<file path="src/hdl/serdes_lane_defines.svh">
// Purpose: Offsets, field positions, reset values and counts for the serial lane control
// Assumes: 32-bit register words, byte addresses in steps of four
// Notes: Function
// Function
// - Lane runs 100M fiber, 1G, 2.5G, 5G rates
// - Lane active only while lane enable set
// - Lane held reset until both resets released
// - Equipment loopback feeds serializer into deserializer
// - Facility loopback feeds deserializer data to serializer
// - Recovered clock to lane or shared output
// - Auto squelch each clock output without PCS data
// - PI regulator, integral limit below proportional
// - Deadlock protection adds small frequency offset
// - Serializer phase align from its enable bit while lane runs
// - Level threshold taken from threshold field
`ifndef SERDES_LANE_DEFINES_SVH
`define SERDES_LANE_DEFINES_SVH
// Register byte addresses
`define OFS_COMMON      8'h00
`define OFS_MISC        8'h04
`define OFS_PLL         8'h08
`define OFS_DES         8'h0c
`define OFS_IB          8'h10
`define OFS_SER         8'h14
`define OFS_STATUS      8'h18
// Common fields
`define F_LANE_EN       0
`define F_SYSTEM_RESET_N_N     1
`define F_QUARTER_RATE_SELECT_SEL     2
`define F_HALF_RATE_SELECT_SEL     3
`define F_ELOOP         4
`define F_FLOOP         5
`define F_RECO_LANE     6
`define F_RECO_SHARED   7
`define F_SQ_LANE       8
`define F_SQ_SHARED     9
// Reset values
`define RST_COMMON      10'h000
`define RST_LANE_RESET  1'b1
`define RST_PLL         12'h000
`define RST_DES         10'h16d
`define RST_IB          8'h68
// Calibration lasts this many cycles per unit of calibration data, plus one cycle
`define CAL_STEP_CYCLES 8'h04
`define WORD_W          10
`endif

</file>
<file path="src/hdl/serdes_lane_pkg.sv">
// Purpose: Types shared by the serial lane control
// Assumes: Used together with serdes_lane_defines.svh
// Notes: Calibration sequencer states only
package serdes_lane_pkg;
	// Calibration sequencer states
	typedef enum logic [1:0] {
		CAL_IDLE,
		CAL_RUN,
		CAL_LOCKED
	} cal_state_t;
endpackage

</file>
<file path="src/hdl/six_gig_serial_lane.sv">
// Purpose: Configuration, loopback, recovered clock and phase loop control of one lane
// Assumes: Analog word interfaces on ref_clk_i; rec_clk_i arrives asynchronously
// Notes: Registers reached over a plain strobe port, read data one cycle later
//
// Chosen here: the address map and the strobed register port.
`timescale 1ns/1ps
`include "serdes_lane_defines.svh"
module six_gig_serial_lane (
	// Clock and reset
	input  wire logic                      ref_clk_i,
	input  wire logic                      rst_n_i,
	// Register port
	input  wire logic [7:0]                reg_addr_i,
	input  wire logic [31:0]               reg_wdata_i,
	input  wire logic                      reg_wr_i,
	input  wire logic                      reg_rd_i,
	output logic      [31:0]               reg_rdata_o,
	// Parallel side (PCS)
	input  wire logic [`WORD_W-1:0]        tx_word_i,
	input  wire logic                      pcs_data_valid_i,
	output logic      [`WORD_W-1:0]        rx_word_o,
	// Analog side words and phase detector
	input  wire logic [`WORD_W-1:0]        rx_line_word_i,
	input  wire logic                      phase_early_i,
	input  wire logic                      phase_late_i,
	output logic      [`WORD_W-1:0]        ser_word_o,
	output logic signed [7:0]              phase_step_o,
	output logic                           serializer_phase_align_o,
	// Recovered clock pins
	input  wire logic                      rec_clk_i,
	output logic                           reco_lane_o,
	output logic                           reco_shared_o,
	output logic                           reco_shared_oe_n_o,
	// Analog configuration
	output logic                           lane_active_o,
	output logic                           pll_calibration_enable_o,
	output logic      [7:0]                pll_calibration_data_o,
	output logic      [2:0]                pll_rotation_o,
	output logic                           quarter_rate_select_o,
	output logic                           half_rate_select_o,
	output logic      [3:0]                level_detect_threshold_o,
	output logic      [3:0]                input_buffer_mode_o
);
	import serdes_lane_pkg::*;

	// Software-visible configuration
	logic [9:0]        common_cfg;                   // Enables, rates, loopbacks, clock selects
	logic              lane_reset;                   // Per-lane reset, held at power-up
	logic [11:0]       pll_cfg;                      // Cal data, cal enable, rotation
	logic [9:0]        des_cfg;                      // Limit, time constant, bandwidth, deadlock
	logic [7:0]        ib_cfg;                       // Threshold, fiber, offset comp, termination
	logic              ser_cfg;                      // Phase align enable
	// Internal state
	cal_state_t        cal_state;                    // Calibration sequencer
	logic [15:0]       cal_count;                    // Calibration duration count
	logic              system_reset_n_n_q;                  // Previous system reset bit
	logic [`WORD_W-1:0] des_word;                    // Deserializer input word
	logic signed [7:0] integ;                        // Integrator value
	logic [7:0]        integ_div;                    // Integrator update divider
	logic [1:0]        rec_sync;                     // Recovered clock synchroniser

	// Decode of bus accesses
	wire wr_common = reg_wr_i && (reg_addr_i == `OFS_COMMON);
	wire wr_misc   = reg_wr_i && (reg_addr_i == `OFS_MISC);
	wire wr_pll    = reg_wr_i && (reg_addr_i == `OFS_PLL);
	wire wr_des    = reg_wr_i && (reg_addr_i == `OFS_DES);
	wire wr_ib     = reg_wr_i && (reg_addr_i == `OFS_IB);
	wire wr_ser    = reg_wr_i && (reg_addr_i == `OFS_SER);

	// Field views
	wire       system_reset_n_n   = common_cfg[`F_SYSTEM_RESET_N_N];
	wire       eloop_en    = common_cfg[`F_ELOOP];
	wire       floop_en    = common_cfg[`F_FLOOP];
	wire [2:0] integ_limit = des_cfg[2:0];
	wire [2:0] integ_tc    = des_cfg[5:3];
	wire [2:0] prop_bw     = des_cfg[8:6];
	wire       deadlock_en = des_cfg[9];

	// Lane runs only when enabled and both resets released
	wire lane_run = common_cfg[`F_LANE_EN] && system_reset_n_n && !lane_reset;

	// Proportional gain falls as bandwidth value rises
	wire signed [7:0] prop_gain = 8'sh40 >>> prop_bw;
	// Integral ceiling kept below proportional gain
	// Top limit code saturates so lim_raw never turns negative
	wire signed [7:0] lim_raw   = (integ_limit == 3'd7) ? 8'sh7f : (8'sh01 <<< integ_limit);
	wire signed [7:0] integ_max = (lim_raw < prop_gain) ? lim_raw : prop_gain - 8'sh01;
	// Integrator update enable every 2^(tc+1) cycles
	// Low tc+1 bits set; shift kept four bits wide so tc 7 gives a full mask
	wire [7:0] tc_mask = ~(8'hff << ({1'b0, integ_tc} + 4'h1));
	wire integ_tick = ((integ_div & tc_mask) == tc_mask);
	// Proportional term from phase detector
	wire signed [7:0] prop_term = phase_early_i ? -prop_gain :
	                              phase_late_i  ? prop_gain : 8'sh00;
	// Deadlock protection bias
	wire signed [7:0] bias = deadlock_en ? 8'sh01 : 8'sh00;

	// Recovered clock gating per output
	wire rec_clk_s = rec_sync[1];
	wire lane_ok   = lane_run && !(common_cfg[`F_SQ_LANE] && !pcs_data_valid_i);
	wire share_ok  = lane_run && !(common_cfg[`F_SQ_SHARED] && !pcs_data_valid_i);
	wire share_drv = lane_run && common_cfg[`F_RECO_SHARED];

	// Read data selection
	wire [31:0] status_word = {16'h0000, integ, 4'h0, 1'b0,
	                           cal_state == CAL_LOCKED, cal_state == CAL_RUN, lane_run};
	wire [31:0] rd_mux =
		(reg_addr_i == `OFS_COMMON) ? {22'h000000, common_cfg} :
		(reg_addr_i == `OFS_MISC)   ? {31'h00000000, lane_reset} :
		(reg_addr_i == `OFS_PLL)    ? {20'h00000, pll_cfg} :
		(reg_addr_i == `OFS_DES)    ? {22'h000000, des_cfg} :
		(reg_addr_i == `OFS_IB)     ? {24'h000000, ib_cfg} :
		(reg_addr_i == `OFS_SER)    ? {31'h00000000, ser_cfg} :
		(reg_addr_i == `OFS_STATUS) ? status_word : 32'h00000000;

	// Register writes
	always_ff @(posedge ref_clk_i or negedge rst_n_i) begin
		if (!rst_n_i) begin
			common_cfg <= `RST_COMMON;
			lane_reset <= `RST_LANE_RESET;
			pll_cfg    <= `RST_PLL;
			des_cfg    <= `RST_DES;
			ib_cfg     <= `RST_IB;
			ser_cfg    <= 1'b0;
		end else begin
			if (wr_common) common_cfg <= reg_wdata_i[9:0];
			if (wr_misc)   lane_reset <= reg_wdata_i[0];
			if (wr_pll)    pll_cfg    <= reg_wdata_i[11:0];
			if (wr_des)    des_cfg    <= reg_wdata_i[9:0];
			if (wr_ib)     ib_cfg     <= reg_wdata_i[7:0];
			if (wr_ser)    ser_cfg    <= reg_wdata_i[0];
		end
	end

	// Read data, one cycle after the strobe, zero otherwise
	always_ff @(posedge ref_clk_i or negedge rst_n_i) begin
		if (!rst_n_i) begin
			reg_rdata_o <= 32'h00000000;
		end else begin
			reg_rdata_o <= reg_rd_i ? rd_mux : 32'h00000000;
		end
	end

	// Calibration sequencer: runs on release of system reset with cal enabled
	always_ff @(posedge ref_clk_i or negedge rst_n_i) begin
		if (!rst_n_i) begin
			cal_state   <= CAL_IDLE;
			cal_count   <= 16'h0000;
			system_reset_n_n_q <= 1'b0;
		end else begin
			system_reset_n_n_q <= system_reset_n_n;
			case (cal_state)
				CAL_IDLE: begin
					// Release edge with enable starts calibration
					if (system_reset_n_n && !system_reset_n_n_q && pll_cfg[8]) begin
						cal_state <= CAL_RUN;
						cal_count <= 16'(pll_cfg[7:0]) * 16'(`CAL_STEP_CYCLES);
					end
				end
				CAL_RUN: begin
					// Reset or disable aborts the run
					if (!system_reset_n_n || !pll_cfg[8]) begin
						cal_state <= CAL_IDLE;
					end else if (cal_count == 16'h0000) begin
						cal_state <= CAL_LOCKED;
					end else begin
						cal_count <= cal_count - 16'h0001;
					end
				end
				CAL_LOCKED: begin
					if (!system_reset_n_n || !pll_cfg[8]) begin
						cal_state <= CAL_IDLE;
					end
				end
				default: begin
					cal_state <= CAL_IDLE;
				end
			endcase
		end
	end

	// Data paths with both loopbacks
	always_ff @(posedge ref_clk_i or negedge rst_n_i) begin
		if (!rst_n_i) begin
			ser_word_o <= '0;
			des_word   <= '0;
			rx_word_o  <= '0;
		end else begin
			// Serializer fed from deserializer in facility loopback
			ser_word_o <= floop_en ? des_word : tx_word_i;
			// Deserializer fed from serializer in equipment loopback
			des_word   <= eloop_en ? ser_word_o : rx_line_word_i;
			// Nothing forwarded while reset or disabled
			rx_word_o  <= lane_run ? des_word : '0;
		end
	end

	// PI phase regulator
	always_ff @(posedge ref_clk_i or negedge rst_n_i) begin
		if (!rst_n_i) begin
			integ        <= 8'sh00;
			integ_div    <= 8'h00;
			phase_step_o <= 8'sh00;
		end else if (!lane_run) begin
			integ        <= 8'sh00;
			integ_div    <= 8'h00;
			phase_step_o <= 8'sh00;
		end else begin
			integ_div <= integ_div + 8'h01;
			// Integrator steps toward error, clamped to ceiling
			if (integ_tick && phase_late_i && integ < integ_max) begin
				integ <= integ + 8'sh01;
			end else if (integ_tick && phase_early_i && integ > -integ_max) begin
				integ <= integ - 8'sh01;
			end
			phase_step_o <= prop_term + integ + bias;
		end
	end

	// Recovered clock synchroniser
	always_ff @(posedge ref_clk_i or negedge rst_n_i) begin
		if (!rst_n_i) begin
			rec_sync <= 2'b00;
		end else begin
			rec_sync <= {rec_sync[0], rec_clk_i};
		end
	end

	// Recovered clock outputs, quiet under reset or squelch
	always_ff @(posedge ref_clk_i or negedge rst_n_i) begin
		if (!rst_n_i) begin
			reco_lane_o        <= 1'b0;
			reco_shared_o      <= 1'b0;
			reco_shared_oe_n_o <= 1'b1;
		end else begin
			reco_lane_o        <= rec_clk_s && common_cfg[`F_RECO_LANE] && lane_ok;
			reco_shared_o      <= rec_clk_s && share_drv && share_ok;
			reco_shared_oe_n_o <= !share_drv;
		end
	end

	// Analog configuration outputs
	always_ff @(posedge ref_clk_i or negedge rst_n_i) begin
		if (!rst_n_i) begin
			lane_active_o            <= 1'b0;
			pll_calibration_enable_o <= 1'b0;
			pll_calibration_data_o   <= 8'h00;
			pll_rotation_o           <= 3'h0;
			quarter_rate_select_o    <= 1'b0;
			half_rate_select_o       <= 1'b0;
			level_detect_threshold_o <= 4'h0;
			input_buffer_mode_o      <= 4'h0;
			serializer_phase_align_o <= 1'b0;
		end else begin
			lane_active_o            <= lane_run;
			pll_calibration_enable_o <= cal_state == CAL_RUN;
			pll_calibration_data_o   <= pll_cfg[7:0];
			pll_rotation_o           <= pll_cfg[11:9];
			quarter_rate_select_o    <= common_cfg[`F_QUARTER_RATE_SELECT_SEL];
			half_rate_select_o       <= common_cfg[`F_HALF_RATE_SELECT_SEL];
			level_detect_threshold_o <= ib_cfg[3:0];
			// Fiber, offset ac, offset dc, termination
			input_buffer_mode_o      <= ib_cfg[7:4];
			serializer_phase_align_o <= ser_cfg && lane_run;
		end
	end
endmodule

</file>
<file path="config.mk">
export PLATFORM = sky130hd
export DESIGN_NAME = six_gig_serial_lane
export DESIGN_NICKNAME = d
export VERILOG_FILES = /design/src/hdl/serdes_lane_pkg.sv /design/src/hdl/six_gig_serial_lane.sv
export VERILOG_INCLUDE_DIRS = /design/src /design/src/hdl
export SDC_FILE = /design/constraint.sdc
export NUM_CORES = 1
export LEC_CHECK = 0
export ABC_AREA = 1
export BUFFER_PORTS_ARGS = -buffer_cell sky130_fd_sc_hd__buf_2
export CAP_MARGIN = 20
export CORE_MARGIN = 2
export CORE_UTILIZATION = 40
export CTS_BUF_LIST = sky130_fd_sc_hd__clkbuf_8 sky130_fd_sc_hd__clkbuf_16
export CTS_CLUSTER_DIAMETER = 200
export CTS_CLUSTER_SIZE = 12
export DETAILED_ROUTE_END_ITERATION = 10
export PLACE_DENSITY = 0.6
export SYNTH_ARGS = -nofsm -noshare
export SYNTH_HDL_FRONTEND = slang
export SYNTH_SLANG_ARGS = --single-unit
</file>
<file path="constraint.sdc">
create_clock -name ref_clk_i -period 7.7 [get_ports ref_clk_i]
set_input_delay 1.155 -clock ref_clk_i [delete_from_list [all_inputs] [get_ports ref_clk_i]]
set_output_delay 1.155 -clock ref_clk_i [all_outputs]
set_load 0.05 [all_outputs]
</file>
Yosys cells after proc, flatten, opt, wreduce, memory -nomap -nowiden
Cells that the tools add are included.
W data, S select, Z words.
- logic and storage cells: 132
- register bits: 160
- bitwise gates (word level): 2
- eq/ne operators: 16
- shift-type cells: 3
- add/subtract/negate cells: 10
- reductions and logical operators: 39
- multiplexer cells: 30
- order comparisons: 3
- operators by type and width (kind ; count):
    $mux W16 ; 11
    $mux W8 ; 9
    $pmux W16 S2 ; 1
    $mux W10 ; 3
    $eq A8 B5 Y1 const B ; 3
    $logic_and A1 B1 Y1 ; 24
    $eq A8 B4 Y1 const B ; 2
    $logic_not A16 Y1 ; 1
    $lt A8 B8 Y1 ; 2
    $neg A8 Y8 ; 2
    $sub A16 B1 Y16 const B ; 1
    $sub A8 B2 Y8 const B ; 2
    $add A8 B1 Y8 const B ; 1
    $add A8 B2 Y8 ; 1
    $add A8 B2 Y8 const B ; 1
    $add A8 B8 Y8 ; 1
    $and A8 B8 Y8 ; 1
    $eq A8 B3 Y1 const B ; 1
    $eq A8 B8 Y1 ; 1
    $gt A8 B8 Y1 ; 1
    $logic_not A1 Y1 ; 8
    $logic_not A8 Y1 ; 1
    $mux W2 ; 4
    $not A8 Y8 ; 1
    other kinds (17) ; 20

Logic depth before layout (Yosys ltp)
- word-level depth: 10
- depth in mapped cells: 36
- mapped depth without buffers: 34

Worst setup path before layout
Ideal clock, no wire load.
- path kind: reg2reg
- from: register des_cfg[2]
- to: register integ[6]
- slack: 3.326 ns
- clock period less this slack: 4.374 ns
- data arrival time: 4.253 ns
- cell stages (with the launch flop): 22
- buffers on the path: 1
- cell sequence: dfstp_2 -> inv_1 -> nor3_1 -> ha_1 -> a21oi_1 -> o21a_1 -> nand2_2 -> buf_6 -> a21oi_1 -> ha_1 -> a21o_1 -> a221oi_1 -> nand3_1 -> nand3_4 -> inv_1 -> fa_1 -> nand3b_1 -> and2_1 -> o21ai_0 -> a21oi_1 -> xor2_1 -> o21ai_2
- word-level cells in the longest chain between the ends: 8
- elaborated cells on any way between the ends: 13
- ends and longest elaborated chain (item ; RTL line ; source):
    start: declaration ; six_gig_serial_lane.sv:50 ; logic [9:0] des_cfg;
    start signal: assignment ; six_gig_serial_lane.sv:122 ; des_cfg <= `RST_DES;
    start signal: assignment ; six_gig_serial_lane.sv:129 ; if (wr_des) des_cfg <= reg_wdata_i[9:0];
    $sshl A2 B3 Y8 / $eq A3 B3 Y1 (equally long branches) ; six_gig_serial_lane.sv:86 ; wire signed [7:0] lim_raw = (integ_limit == 3'd7) ? 8'sh7f : (8'sh01 <<< integ_limit);
    $mux W8 * ; six_gig_serial_lane.sv:86 ;
    $lt A8 B8 Y1 ; six_gig_serial_lane.sv:87 ; wire signed [7:0] integ_max = (lim_raw < prop_gain) ? lim_raw : prop_gain - 8'sh01;
    $mux W8 * ; six_gig_serial_lane.sv:87 ;
    $neg A8 Y8 / $lt A8 B8 Y1 (equally long branches) ; six_gig_serial_lane.sv:213, six_gig_serial_lane.sv:211 ;
    $gt A8 B8 Y1 / $logic_and A1 B1 Y1 (equally long branches) ; six_gig_serial_lane.sv:213, six_gig_serial_lane.sv:211 ;
    $logic_and A1 B1 Y1 / $mux W8 (equally long branches) ; six_gig_serial_lane.sv:213, six_gig_serial_lane.sv:211 ;
    $ne A3 B1 Y1 (no line) / $mux W8 (equally long branches) ; n/a ;
    end signal: assignment ; six_gig_serial_lane.sv:212 ; integ <= integ + 8'sh01;
    end signal: assignment ; six_gig_serial_lane.sv:214 ; integ <= integ - 8'sh01;
    end: declaration ; six_gig_serial_lane.sv:58 ; logic signed [7:0] integ;
Mark *: on every way between the ends. The rest lies on a longest branch, timed or not.
A chain may end at the register's enable or synchronous reset.

Worst setup path after layout
Same ends and word-level chain as after synthesis.

==> impl_results.md <==
* Result of the run: completed
* Sequential cell area in the final layout at 0.00402 mm2
* Pins over their slew limit at 0
* Most frequently used flop master after synthesis: sky130_fd_sc_hd__dfrtp_1
* Endpoints failing setup at 0
* Remaining number of nets flagged by the antenna check after routing at 0
* Initial antenna violation count at 0
* Detailed-route DRC error count at 0
* Post-Route Hold Slack at 349 ps
* Number of flops mapped to enable cells by yosys at 0
* Fin Clk Skew at between 5 and 6 ps
* Maximum net fanout on the critical path at 14
* CTS buffer count at 17
* Maximum number of buffers from clock root to sink at 2
* Fin nets at approximately 1,100
* Synthesized instance count at 907
* First-pass GRT wire length at 31,400 um
* Via count of the first global-routing pass at 6,162
* Top-level I/O count at between 150 and 200
* Overall die width at approximately 150 um
* Most common cell after layout, fill and taps aside: sky130_fd_sc_hd__nand2_1
* Pin count of the biggest net entering global routing at 93
* Max-cap violation count at 0
* Final Util at 0.479
* Clock tree from TritonCTS: built
* Number of design-rule violations left by the first detailed-router iteration at between 300 and 400
* Lkg Pwr at 4.81 nW
* Core ar. at between 0.015 and 0.02 mm2
* Max VDD drop at 0.000143 V
* Register bit total from synthesis at 160
* Worst min-delay path class: reg2reg
* Multi-input combinational cell area at 0.00338 mm2
* Most frequent cells in the layout: 151 x sky130_fd_sc_hd__nand2_1, 149 x sky130_fd_sc_hd__dfrtp_1, 121 x sky130_fd_sc_hd__inv_1
* Cell count after placement at 1,270
* Post-CTS Setup Bufs at 0
* Yosys warnings at 0
* Half-perimeter wire length of the detailed placement result at 14,000 um
* Count of filler cells inserted in the layout at slightly below 2,000
* Clk sinks at 160
* Area growth from synthesis to layout at 17.2%
* Start-to-end type of the worst setup path: reg2reg
* Die boundary height at between 100 and 150 um
* Crit. End Element: flip-flop
* Signal arrival time at the worst endpoint at 5150 ps
* CP Launch Type: flip-flop
* Final GP Congestion at approximately 0.86
* Unique masters post-synth at between 50 and 60
* Total wirelength of the detailed-routed design at 19,000 um
* Sequential element share of the synthesized area at 0.501
* Worst-Margin Slew at around 970 ps
* Congestion Overflow GR at 0
* Worst rel slew slack at 0.354
* Cell area after synthesis at 0.00801 mm2
* Antenna Diode Count at 0
* Depth of the CTS H-tree at 4
* Minimum period implied by the final worst setup slack at 4820 ps
* PD cells at 206 mW/mm2
* Post-synth ARST share at 1.00
* Root buf cell: sky130_fd_sc_hd__clkbuf_16
* Critical path launch point: des_cfg[2]
* Effective utilization at floorplan at 0.409
* Fmax at approximately 210 MHz
* Data required time at the worst endpoint at 8020 ps
* Per-cell via count in the routed design at 4.88
* Count of vias placed by the detailed router at around 6,400
* Post-CTS Resized at 0
* Sum of negative setup slack at 0 ps
* Fraction of layout cells with a size suffix above 1 at 0.194
* Startpoint of the worst register-to-register path: des_cfg[2]
* Number of hold violations in the final report at 0
* Mean cell area of the mapped netlist at 8.83 um2
* Overall die area at 0.0212 mm2
* Filler-free cell count of the finished design at 1,302
* Drt wl/cell at 14.6 um
* Unrepaired setup endpoints after global routing: no
* Global-route usage over all layers at 0.186
* Portion of the clock cycle consumed by the worst path in the final layout at 0.626
* Later-pin clock latency in the skew report at 430 ps
* Count of port buffers added during placement at about 120
* Number of placement rows at slightly above 50
* Hold Buf Count CTS at 0
* Origin of the worst min-delay path: rec_sync[0]
* Total chip power at 1.94 mW
* Clock slew seen by the registers of the worst setup and hold paths at 60 ps
* Number of search-and-repair iterations in the first detailed-routing pass at 5
## path summary, 6_finish.rpt
check | cells after the start | endpoint | slack, ps
worst min register to register | 0 | rec_sync[1] | 350
worst min-delay path | 0 | rec_sync[1] | 350
worst max register to register | 20 | integ[6] | 2880
worst max-delay path | 20 | integ[6] | 2880
min in group asynchronous | 1 | reg_rdata_o[2] | 790
max in group asynchronous | 2 | serializer_phase_align_o | 5540
## power breakdown
| group | total [mW] | internal [mW] | switching [mW] |
|---|---|---|---|
| clock network | 0.824 | 0.468 | 0.356 |
| logic | 0.225 | 0.0671 | 0.158 |
| registers | 0.889 | 0.868 | 0.0209 |
## through the flow
stage	area, um2	setup WS, ps
after floorplan	8070	3330
after global placement	8810	2940
after detailed placement	8810	2820
after CTS	9390	2810
after global routing	9390	2440
final	9390	2880
## per-layer routing
layer | share of wire | vias up | track usage
met5 | 0 | - | 0
met4 | 0.017 | 0 | 0.0637
met3 | 0.038 | 25 | 0.0345
met2 | 0.46 | 168 | 0.297
met1 | 0.48 | 2968 | 0.256
li1 | - | 3191 | -
## state kept, by name (all words and copies together), names as in the netlist, 3 cells and up
register and count:
phase_step_o 8, level_detect_threshold_o 4, common_cfg 10, integ_div 8
reg_rdata_o 16, pll_calibration_data_o 8, pll_rotation_o 3, cal_count 16
input_buffer_mode_o 4, ib_cfg 8, rx_word_o 10, integ 8
pll_cfg 12, des_word 10, des_cfg 10, ser_word_o 10
## cells in the mapped netlist, drive strengths merged, types with 12 or more instances
cell type,count,area [um2]
dfrtp,149,3730
a21oi,68,340
nor3,14,80.1
clkbuf,16,60.1
nand2,157,614
nor2,89,347
inv,122,460
nand3,34,183
buf,22,153
ha,41,513
o21ai,101,536
mux2,12,135
## worst max-delay path: stages (launching register included)
cell                       delay, ps
sky130_fd_sc_hd__dfstp_2         590
sky130_fd_sc_hd__inv_1            90
sky130_fd_sc_hd__nor3_1          340
sky130_fd_sc_hd__ha_1            320
sky130_fd_sc_hd__a21oi_1         140
sky130_fd_sc_hd__o21a_1          150
sky130_fd_sc_hd__nand2_2         180
sky130_fd_sc_hd__a21oi_1         390
sky130_fd_sc_hd__ha_1            320
sky130_fd_sc_hd__a21o_1          160
sky130_fd_sc_hd__a221oi_1        290
sky130_fd_sc_hd__nand3_1         200
sky130_fd_sc_hd__nand3_4         200
sky130_fd_sc_hd__inv_1            70
sky130_fd_sc_hd__fa_1            400
sky130_fd_sc_hd__nand3b_1        170
sky130_fd_sc_hd__and2_1          180
sky130_fd_sc_hd__o21ai_0         170
sky130_fd_sc_hd__a21oi_1         100
sky130_fd_sc_hd__xor2_1          170
sky130_fd_sc_hd__o21ai_2          70
## cells by family after synthesis
| group | count (synthesis) | synth area share |
|---|---|---|
| fa+ha+maj | 44 | 0.0715 |
| xor+xnor | 13 | 0.0142 |
| buf+inv | 160 | 0.0840 |
| mux | 12 | 0.0169 |
| flops | 160 | 0.501 |
| simple gates | 314 | 0.170 |
| other cells | 1 | 0.000468 |
| compound gates | 203 | 0.142 |
## final cells by class
cell class	instances	share of cell area
clock buffers	19	0.0482
clock inverters	13	0.0137
inverters	122	0.0490
multi-input cells	602	0.360
flip-flops and latches	160	0.428
well taps	265	0.0353
repair buffers	121	0.0660
No activity file was read; power rests on OpenSTA's default activity.
